[src/wave_noload_params.svh]
// constants for waveform select and no-load configuration block
// Functional notes
// - second source field bits 7..5 selects current, voltage, powers, rms; others reserved
// - first source field bits 4..2 uses the same six-code source encoding
// - first source rms selection outputs only the lower 24 bits
// - reactive product source usable only on variants with reactive measurement
// - sample rate divides core/5 base clock by 32, 64, 128 or 256
// - no-load bit 7 turns off reactive gain compensation over line frequency
// - no-load bit 6 applies no-load detection to rms current with apparent threshold
// - apparent field: 00 off, else 0.030%, 0.015%, 0.0075% of full scale
// - reactive field: 00 off, else 0.015%, 0.0075%, 0.0037% of full scale
// - active field: 00 off, else 0.015%, 0.0075%, 0.0037% of full scale
// - samples are produced only while the wave sampling enable is set
`ifndef WAVE_NOLOAD_PARAMS_SVH
`define WAVE_NOLOAD_PARAMS_SVH
`define WSR_INDEX 8'h0D
`define NLC_INDEX 8'h0E
`define MODE2_ADDR 8'h40
`define WSR_ADDR 8'h34
`define NLC_ADDR 8'h38
`define WSR_RESET 8'h00
`define NLC_RESET 8'h00
`define MODE2_RESET 8'h00
`define WAVE_EN_BIT 0
`define SRC_CURRENT 3'h0
`define SRC_VOLTAGE 3'h1
`define SRC_ACTIVE 3'h2
`define SRC_REACTIVE 3'h3
`define SRC_APPARENT 3'h4
`define SRC_RMS 3'h5
`define CORE_DIV 3'h4
`define RATE_SHIFT_BASE 4'h5
`define THR_FS_30 24'h00_00FB
`define THR_FS_15 24'h00_007D
`define THR_FS_7 24'h00_003E
`define THR_FS_3 24'h00_001F
`define LOW24_MASK 32'h00FF_FFFF
`endif

[src/wave_noload_pkg.sv]
// types for waveform select and no-load configuration block
package wave_noload_pkg;
  typedef struct packed {
    logic [2:0] second_wave_source;
    logic [2:0] first_wave_source;
    logic [1:0] sample_rate_code;
  } wave_cfg_t;
  typedef struct packed {
    logic reactive_comp_disable;
    logic current_rms_noload_enable;
    logic [1:0] apparent_noload_threshold;
    logic [1:0] reactive_noload_threshold;
    logic [1:0] active_noload_threshold;
  } noload_cfg_t;
  typedef struct packed {
    logic [31:0] current;
    logic [31:0] voltage;
    logic [31:0] active;
    logic [31:0] reactive;
    logic [31:0] apparent;
    logic [31:0] rms;
  } dsp_sources_t;
  typedef struct packed {
    logic active_zero;
    logic reactive_zero;
    logic apparent_zero;
    logic rms_zero;
  } noload_flags_t;
endpackage : wave_noload_pkg

[src/noload_detect.sv]
// one no-load comparator: threshold from 2-bit code, flag when below
`include "wave_noload_params.svh"
module noload_detect (
  // clock and reset
  input wire logic CLK,
  input wire logic RST,
  // code and magnitude
  input wire logic [1:0] code,
  input wire logic apparent_table,
  input wire logic [23:0] magnitude,
  // result
  output logic below
);
  logic [23:0] thr;
  logic below_next;
  function automatic logic [23:0] pick_thr(input logic [1:0] c, input logic app);
    logic [23:0] t;
    t = `THR_FS_3;
    case (c)
      2'h1: t = app ? `THR_FS_30 : `THR_FS_15;
      2'h2: t = app ? `THR_FS_15 : `THR_FS_7;
      default: t = app ? `THR_FS_7 : `THR_FS_3;
    endcase
    return t;
  endfunction : pick_thr
  assign thr = pick_thr(code, apparent_table);
  assign below_next = (code != 2'h0) && (magnitude < thr);
  always_ff @(posedge CLK or posedge RST) begin
    if (RST) begin
      below <= 1'b0;
    end else begin
      below <= below_next;
    end
  end
endmodule : noload_detect

[src/wave_noload_config.sv]
// waveform select, sample rate and no-load configuration with wishbone slave
//
// Our own choice: the Wishbone register port.
`include "wave_noload_params.svh"
module wave_noload_config
  import wave_noload_pkg::*;
(
  // clock and reset
  input wire logic CLK,
  input wire logic RST,
  // wishbone slave
  input wire logic WB_CYC_I,
  input wire logic WB_STB_I,
  input wire logic WB_WE_I,
  input wire logic [7:0] WB_ADR_I,
  input wire logic [3:0] WB_SEL_I,
  input wire logic [31:0] WB_DAT_I,
  output logic [31:0] WB_DAT_O,
  output logic WB_ACK_O,
  output logic WB_ERR_O,
  // dsp sources and magnitudes
  input wire wave_noload_pkg::dsp_sources_t SRC,
  input wire logic VAR_SUPPORTED,
  // waveform outputs
  output logic [31:0] WAVE1_DATA,
  output logic [31:0] WAVE2_DATA,
  output logic WAVE_STROBE,
  // configuration outputs
  output logic REACTIVE_COMP_OFF,
  output wave_noload_pkg::noload_flags_t NOLOAD
);
  import wave_noload_pkg::*;

  wave_cfg_t wsr_reg;
  noload_cfg_t nlc_reg;
  logic [7:0] mode2_reg;
  logic ack_reg, ack_next, err_reg, err_next;
  logic [31:0] rdat_reg, rdat_next;
  logic [2:0] pre_reg, pre_next;
  logic [7:0] rate_reg, rate_next;
  logic [31:0] w1_reg, w1_next, w2_reg, w2_next;
  logic strobe_reg, strobe_next;
  logic comp_off_reg;
  noload_flags_t flags;

  // bus decode
  wire req = WB_CYC_I && WB_STB_I && !ack_reg && !err_reg;
  wire hit_wsr = WB_ADR_I == `WSR_ADDR;
  wire hit_nlc = WB_ADR_I == `NLC_ADDR;
  wire hit_mode2 = WB_ADR_I == `MODE2_ADDR;
  wire mapped = hit_wsr || hit_nlc || hit_mode2;
  // write commits on the ack edge, while the master still holds the request
  wire wr_lane0 = ack_reg && WB_CYC_I && WB_STB_I && WB_WE_I && WB_SEL_I[0];
  wire wave_enable = mode2_reg[`WAVE_EN_BIT];

  assign ack_next = req && mapped;
  assign err_next = req && !mapped;
  assign rdat_next = !req ? 32'h0000_0000 :
    hit_wsr ? {24'h00_0000, wsr_reg} :
    hit_nlc ? {24'h00_0000, nlc_reg} :
    hit_mode2 ? {24'h00_0000, mode2_reg} : 32'h0000_0000;

  // source selection, reactive masked where unsupported
  function automatic logic [31:0] pick_src(input logic [2:0] sel, input dsp_sources_t s,
                                           input logic var_ok, input logic first);
    logic [31:0] v;
    v = 32'h0000_0000;
    case (sel)
      `SRC_CURRENT: v = s.current;
      `SRC_VOLTAGE: v = s.voltage;
      `SRC_ACTIVE: v = s.active;
      `SRC_REACTIVE: v = var_ok ? s.reactive : 32'h0000_0000;
      `SRC_APPARENT: v = s.apparent;
      `SRC_RMS: v = first ? (s.rms & `LOW24_MASK) : s.rms;
      default: v = 32'h0000_0000;
    endcase
    return v;
  endfunction : pick_src

  // base tick at core/5, then divide by 32..256
  wire base_tick = pre_reg == `CORE_DIV;
  assign pre_next = base_tick ? 3'h0 : pre_reg + 3'h1;
  wire [3:0] rate_shift = `RATE_SHIFT_BASE + {2'h0, wsr_reg.sample_rate_code};
  wire [8:0] rate_len = 9'h001 << rate_shift;
  wire rate_wrap = base_tick && ({1'b0, rate_reg} == rate_len - 9'h001);
  assign rate_next = !wave_enable ? 8'h00 :
    base_tick ? (rate_wrap ? 8'h00 : rate_reg + 8'h01) : rate_reg;
  assign strobe_next = wave_enable && rate_wrap;
  assign w1_next = strobe_next ? pick_src(wsr_reg.first_wave_source, SRC, VAR_SUPPORTED, 1'b1)
                               : w1_reg;
  assign w2_next = strobe_next ? pick_src(wsr_reg.second_wave_source, SRC, VAR_SUPPORTED, 1'b0)
                               : w2_reg;

  always_ff @(posedge CLK or posedge RST) begin
    if (RST) begin
      wsr_reg <= `WSR_RESET;
      nlc_reg <= `NLC_RESET;
      mode2_reg <= `MODE2_RESET;
    end else begin
      if (wr_lane0 && hit_wsr) wsr_reg <= WB_DAT_I[7:0];
      if (wr_lane0 && hit_nlc) nlc_reg <= WB_DAT_I[7:0];
      if (wr_lane0 && hit_mode2) mode2_reg <= WB_DAT_I[7:0];
    end
  end

  always_ff @(posedge CLK or posedge RST) begin
    if (RST) begin
      ack_reg <= 1'b0;
      err_reg <= 1'b0;
      rdat_reg <= 32'h0000_0000;
    end else begin
      ack_reg <= ack_next;
      err_reg <= err_next;
      rdat_reg <= rdat_next;
    end
  end

  always_ff @(posedge CLK or posedge RST) begin
    if (RST) begin
      pre_reg <= 3'h0;
      rate_reg <= 8'h00;
      w1_reg <= 32'h0000_0000;
      w2_reg <= 32'h0000_0000;
      strobe_reg <= 1'b0;
      comp_off_reg <= 1'b0;
    end else begin
      pre_reg <= pre_next;
      rate_reg <= rate_next;
      w1_reg <= w1_next;
      w2_reg <= w2_next;
      strobe_reg <= strobe_next;
      comp_off_reg <= nlc_reg.reactive_comp_disable;
    end
  end

  // no-load comparators: active, reactive, apparent, rms current
  noload_detect u_active (.CLK(CLK), .RST(RST), .code(nlc_reg.active_noload_threshold),
    .apparent_table(1'b0), .magnitude(SRC.active[23:0]), .below(flags.active_zero));
  noload_detect u_reactive (.CLK(CLK), .RST(RST), .code(nlc_reg.reactive_noload_threshold),
    .apparent_table(1'b0), .magnitude(SRC.reactive[23:0]),
    .below(flags.reactive_zero));
  noload_detect u_apparent (.CLK(CLK), .RST(RST), .code(nlc_reg.apparent_noload_threshold),
    .apparent_table(1'b1), .magnitude(SRC.apparent[23:0]),
    .below(flags.apparent_zero));
  noload_detect u_rms (.CLK(CLK), .RST(RST),
    .code(nlc_reg.current_rms_noload_enable ? nlc_reg.apparent_noload_threshold : 2'h0),
    .apparent_table(1'b1), .magnitude(SRC.rms[23:0]), .below(flags.rms_zero));

  // flags hold accumulation and pulses at zero downstream
  assign NOLOAD = flags;
  assign WB_ACK_O = ack_reg;
  assign WB_ERR_O = err_reg;
  assign WB_DAT_O = rdat_reg;
  assign WAVE1_DATA = w1_reg;
  assign WAVE2_DATA = w2_reg;
  assign WAVE_STROBE = strobe_reg;
  assign REACTIVE_COMP_OFF = comp_off_reg;

  // checks
  strobe_needs_en_a: assert property (@(posedge CLK) disable iff (RST)
    WAVE_STROBE |-> $past(wave_enable)) else $error("strobe without sampling enable");
  rms_low24_a: assert property (@(posedge CLK) disable iff (RST)
    (strobe_next && wsr_reg.first_wave_source == `SRC_RMS) |=> WAVE1_DATA[31:24] == 8'h00)
    else $error("first rms sample not limited to 24 bits");
  reactive_gate_a: assert property (@(posedge CLK) disable iff (RST)
    (strobe_next && !VAR_SUPPORTED && wsr_reg.second_wave_source == `SRC_REACTIVE)
    |=> WAVE2_DATA == 32'h0000_0000) else $error("reactive source on unsupported variant");
  src_current_a: assert property (@(posedge CLK) disable iff (RST)
    (strobe_next && wsr_reg.second_wave_source == `SRC_CURRENT)
    |=> WAVE2_DATA == $past(SRC.current)) else $error("second source current wrong");
  src_voltage_a: assert property (@(posedge CLK) disable iff (RST)
    (strobe_next && wsr_reg.first_wave_source == `SRC_VOLTAGE)
    |=> WAVE1_DATA == $past(SRC.voltage)) else $error("first source voltage wrong");
  rate_min_a: assert property (@(posedge CLK) disable iff (RST)
    $rose(WAVE_STROBE) |=> !WAVE_STROBE [*8]) else $error("sample rate too fast");
  comp_follow_a: assert property (@(posedge CLK) disable iff (RST)
    $rose(nlc_reg.reactive_comp_disable) |=> REACTIVE_COMP_OFF)
    else $error("compensation disable not applied");
  noload_off_a: assert property (@(posedge CLK) disable iff (RST)
    (nlc_reg.active_noload_threshold == 2'h0) |=> !NOLOAD.active_zero)
    else $error("active no-load flagged while disabled");
  rms_off_a: assert property (@(posedge CLK) disable iff (RST)
    !nlc_reg.current_rms_noload_enable |=> !NOLOAD.rms_zero)
    else $error("rms no-load flagged while disabled");
  apparent_off_a: assert property (@(posedge CLK) disable iff (RST)
    (nlc_reg.apparent_noload_threshold == 2'h0) |=> !NOLOAD.apparent_zero)
    else $error("apparent no-load flagged while disabled");
  reactive_off_a: assert property (@(posedge CLK) disable iff (RST)
    (nlc_reg.reactive_noload_threshold == 2'h0) |=> !NOLOAD.reactive_zero)
    else $error("reactive no-load flagged while disabled");
  ack_once_a: assert property (@(posedge CLK) disable iff (RST)
    WB_ACK_O |=> !WB_ACK_O) else $error("ack held two cycles");
  err_once_a: assert property (@(posedge CLK) disable iff (RST)
    WB_ERR_O |=> !WB_ERR_O) else $error("err held two cycles");
  ack_err_excl_a: assert property (@(posedge CLK) disable iff (RST)
    !(WB_ACK_O && WB_ERR_O)) else $error("ack and err together");
  src_rms_a: assert property (@(posedge CLK) disable iff (RST)
    (strobe_next && wsr_reg.second_wave_source == `SRC_RMS)
    |=> WAVE2_DATA == $past(SRC.rms)) else $error("second source rms wrong");
  reserved_zero_a: assert property (@(posedge CLK) disable iff (RST)
    (strobe_next && wsr_reg.first_wave_source > `SRC_RMS)
    |=> WAVE1_DATA == 32'h0000_0000) else $error("reserved first source not zero");
  active_below_a: assert property (@(posedge CLK) disable iff (RST)
    (nlc_reg.active_noload_threshold == 2'h1 && SRC.active[23:0] < `THR_FS_15)
    |=> NOLOAD.active_zero) else $error("active below threshold not flagged");
  apparent_below_a: assert property (@(posedge CLK) disable iff (RST)
    (nlc_reg.apparent_noload_threshold == 2'h1 && SRC.apparent[23:0] < `THR_FS_30)
    |=> NOLOAD.apparent_zero) else $error("apparent below threshold not flagged");
  reactive_below_a: assert property (@(posedge CLK) disable iff (RST)
    (nlc_reg.reactive_noload_threshold == 2'h2 && SRC.reactive[23:0] < `THR_FS_7)
    |=> NOLOAD.reactive_zero) else $error("reactive below threshold not flagged");
  rms_below_a: assert property (@(posedge CLK) disable iff (RST)
    (nlc_reg.current_rms_noload_enable && nlc_reg.apparent_noload_threshold == 2'h1
    && SRC.rms[23:0] < `THR_FS_30) |=> NOLOAD.rms_zero)
    else $error("rms below threshold not flagged");
  noload_hold_a: assert property (@(posedge CLK) disable iff (RST)
    NOLOAD.active_zero |-> $past(SRC.active[23:0]) < `THR_FS_15)
    else $error("active held at zero above every threshold");
endmodule : wave_noload_config

[config.mk]
export PLATFORM = sky130hd
export DESIGN_NAME = wave_noload_config
export DESIGN_NICKNAME = d
export VERILOG_FILES = /design/src/wave_noload_pkg.sv /design/src/noload_detect.sv /design/src/wave_noload_config.sv
export VERILOG_INCLUDE_DIRS = /design/src
export SDC_FILE = /design/constraint.sdc
export NUM_CORES = 1
export LEC_CHECK = 0
export BUFFER_PORTS_ARGS = -buffer_cell sky130_fd_sc_hd__buf_4
export CORE_UTILIZATION = 45
export DETAILED_ROUTE_END_ITERATION = 7
export PLACE_DENSITY = 0.78
export SLEW_MARGIN = 20
export SYNTH_ARGS = -nofsm -noshare
export SYNTH_HDL_FRONTEND = slang
export SYNTH_SLANG_ARGS = --single-unit
[constraint.sdc]
create_clock -name CLK -period 3.83 [get_ports CLK]
set_input_delay 0.766 -clock CLK [delete_from_list [all_inputs] [get_ports CLK]]
set_output_delay 0.766 -clock CLK [all_outputs]
set_load 0.01 [all_outputs]
==> flow_summary_export.csv <==
group,metric,value,unit
clock_tree,cts_buffer_depth,2,
layout,area_growth,32.7,%
timing,final_hold_viol_count,0,
yosys,netlist_instances,889,
critical_path,path_delay_family,"simple AND/OR/NAND/NOR gates",
clock_tree,hold_buffers,0,
global_routing,grt_pass1_wl,49.3,mm
timing,final_max_slew_viol_count,0,
timing,period_minus_slack,2.63,ns
timing,tightest_slew,1.11,ns
pwr,pwr-share-comb,15.6,%
placement,dp_hpwl,24.5,mm
critical_path,worst-path-buf-inv,0,
global_routing,grt.total_usage,33.9,%
timing,finClkSkew,0.00851,ns
pwr,p_total,3.28,mW
yosys,synth_common_cells,"dfrtp_1, nand2_1, mux2i_1",
pwr,p_switching,0.917,mW
critical_path,cp-end-kind,"flop",
floorplan,core_area,0.0186,mm²
pwr,swShare,28.0,%
clock_tree,path_clk_slew,0.06,ns
pwr,ir_drop,0.299,mV
critical_path,cp_cell_sequence,"nor2b_2 -> and3_1 -> nand2_1 -> o221ai_1 -> mux2_2",
clock_tree,root_buffer,"clkbuf_16",
detailed_routing,viasPerCell,6.24,
layout,stdcell_area,0.0113,mm²
pwr,pwr-share-clk,45.9,%
global_routing,grt_pass1_vias,8232,
yosys,synth.most_common_cell,"dfrtp_1",
run_status,status,"completed",
yosys,ys_ff_latch,115,
flow_run,maxCapViolCount,0,
floorplan,start_util,45.8,%
yosys,ys.flop_type,"dfrtp_1",
layout,final_nets,1422,
detailed_routing,drc,0,
yosys,yosysTopAreaCell,"dfrtp_1",
critical_path,crit_fanout,31,
global_routing,grt_max_degree,73,
clock_tree,post_cts_resized,0,
timing,relSlewSlack,25.8,%
detailed_routing,drt_iter0_drc,942,
yosys,syn-cell-area,0.00854,mm²
floorplan,rows,50,
yosys,synth_top_area_share,33.7,%
timing,period_share,68.7,%
yosys,avgSynthCellArea,9.61,µm²
timing,setup_violations,0,
clock_tree,cts_buffers,17,
yosys,ys_warn_count,0,
critical_path,crit_path_top_delay_cell,"and3_1",
detailed_routing,routedWlPerCell,23.7,µm
pwr,p_int,2.36,mW
detailed_routing,drtAntennaViolNets,0,
layout,fillers,1598,
floorplan,fp.dieW,140,µm
detailed_routing,num_vias,8728,
clock_tree,h-tree-depth,4,
clock_tree,post-cts-setup-buffers,0,
critical_path,critPathKind,"reg -> reg",
clock_tree,cts_tree,"yes",
detailed_routing,routed_wl,33.1,mm
clock_tree,clkSinkCount,115,
detailed_routing,first_pass_iters,6,
pwr,leakagePower,4.96,nW
floorplan,die_y,140,µm
placement,dpl_cell_area,0.0108,mm²
yosys,synth_edf_count,0,
layout,post-route-util,60.8,%
timing,rsz0062_at_grt,"false",
placement,io_buffers,294,
critical_path,critPathLaunchType,"flop",
timing,max_freq,380,MHz
floorplan,dieArea,0.0195,mm²
layout,layout-drive-gt1-share,35.7,%
global_routing,antenna_found_initial,2,
yosys,synth_cell_types,53,
critical_path,required,4.19,ns
timing,setup_tns,0,ns
global_routing,gr-total-overflow,0,
placement,gp_congestion,0.944,
hold_path,hp-class,"in -> async",
pwr,power_density,289,mW/mm²
yosys,synthTopCellsByArea,"dfrtp_1, mux2_1, mux2i_1",
yosys,yosysSeqAreaShare,33.7,%
yosys,async_reset_ff_share,100,%
floorplan,pin_count,346,
clock_tree,clk_latency,0.43,ns
critical_path,max_stage_delay,0.91,ns
critical_path,critPathArrivalTime,2.99,ns
pwr,pwr-share-seq,38.5,%
[logic make-up (layout without fill, tap and decap cells)]
logic type / Yosys count / after routing / share of synthesized area [%]
AO/OA/AOI/OAI: 202 / 202 / 16.5
XOR/XNOR: 6 / 6 / 0.615
adder cells (fa/ha/maj): 30 / 30 / 4.39
buffers and inverters: 119 / 370 / 7.16
flip-flops: 115 / 115 / 33.7
multiplexers: 184 / 184 / 24.0
other: 1 / 26 / 0.0439
AND/OR/NAND/NOR: 232 / 232 / 13.6
[final cells by class]
| class | instances | area (µm²) | area share, % |
|---|---|---|---|
| timing repair buffer | 310 | 2350 | 20.8 |
| clock buffer | 18 | 429 | 3.79 |
| antenna | 2 | 5.00 | 0.0442 |
| multi-input combinational | 678 | 5140 | 45.4 |
| sequential | 115 | 2880 | 25.4 |
| clock inverter | 14 | 120 | 1.06 |
| tap | 234 | 293 | 2.58 |
| inverter | 28 | 108 | 0.949 |
[path summary, 6_finish.rpt]
kind	startpoint	end	cells after the start	slack [ns]
setup / recovery	wsr_reg[3]	WAVE1_DATA[16]	5	1.20
hold / removal	RST	WAVE1_DATA[3]	2	0.43
setup reg to reg	wsr_reg[3]	WAVE1_DATA[16]	5	1.20
hold reg to reg	nlc_reg[7]	REACTIVE_COMP_OFF	0	0.43
max in group asynchronous	RST	wsr_reg[7]	3	2.58
min in group CLK	nlc_reg[7]	REACTIVE_COMP_OFF	0	0.43
[placed cells by master (no fill, tap or decap), drive strengths merged, types with 3 or more instances in the layout]
master	n
buf	310
mux2	116
dfrtp	115
nand2	70
mux2i	64
nor2	59
a21oi	52
o221ai	43
inv	35
a22oi	33
ha	30
conb	24
a31oi	21
nor2b	20
clkbuf	18
nor4	17
nor3b	17
nand4	11
o22ai	10
nand2b	9
o21ai	9
a2111oi	9
nand3	7
xor2	6
nor3	6
clkinv	6
and3	5
a211oi	5
a32oi	5
mux4	4
or4	3
o31ai	3
[stage by stage]
step / worst slack [ns] / cells / hold WS, ns
2_1_floorplan: 0.0199 / 912 / 0.370
5_1_grt: 1.14 / 1398 / 0.454
3_3_place_gp: 1.02 / 1365 / 0.404
6_report: 1.20 / 1399 / 0.426
3_5_place_dp: 1.02 / 1365 / 0.418
4_1_cts: 1.30 / 1397 / 0.434
[power by group through the flow]
| stage | sequential (mW) | combinational [mW] | clock [mW] |
|---|---|---|---|
| after floorplan | 1.29 | 0.180 | 0 |
| after global placement | 1.28 | 0.494 | 0 |
| after detailed placement | 1.28 | 0.501 | 0 |
| after CTS | 1.26 | 0.504 | 1.51 |
| after global routing | 1.26 | 0.547 | 1.57 |
| final | 1.26 | 0.510 | 1.50 |
[metal layers]
metal | part of all wire [%] | global-route usage [%]
met5 | 0 | 0
met4 | 4.4 | 16.3
met3 | 11 | 8.02
met2 | 45 | 52.2
met1 | 39 | 44.8
No activity file was read; power rests on OpenSTA's default activity.
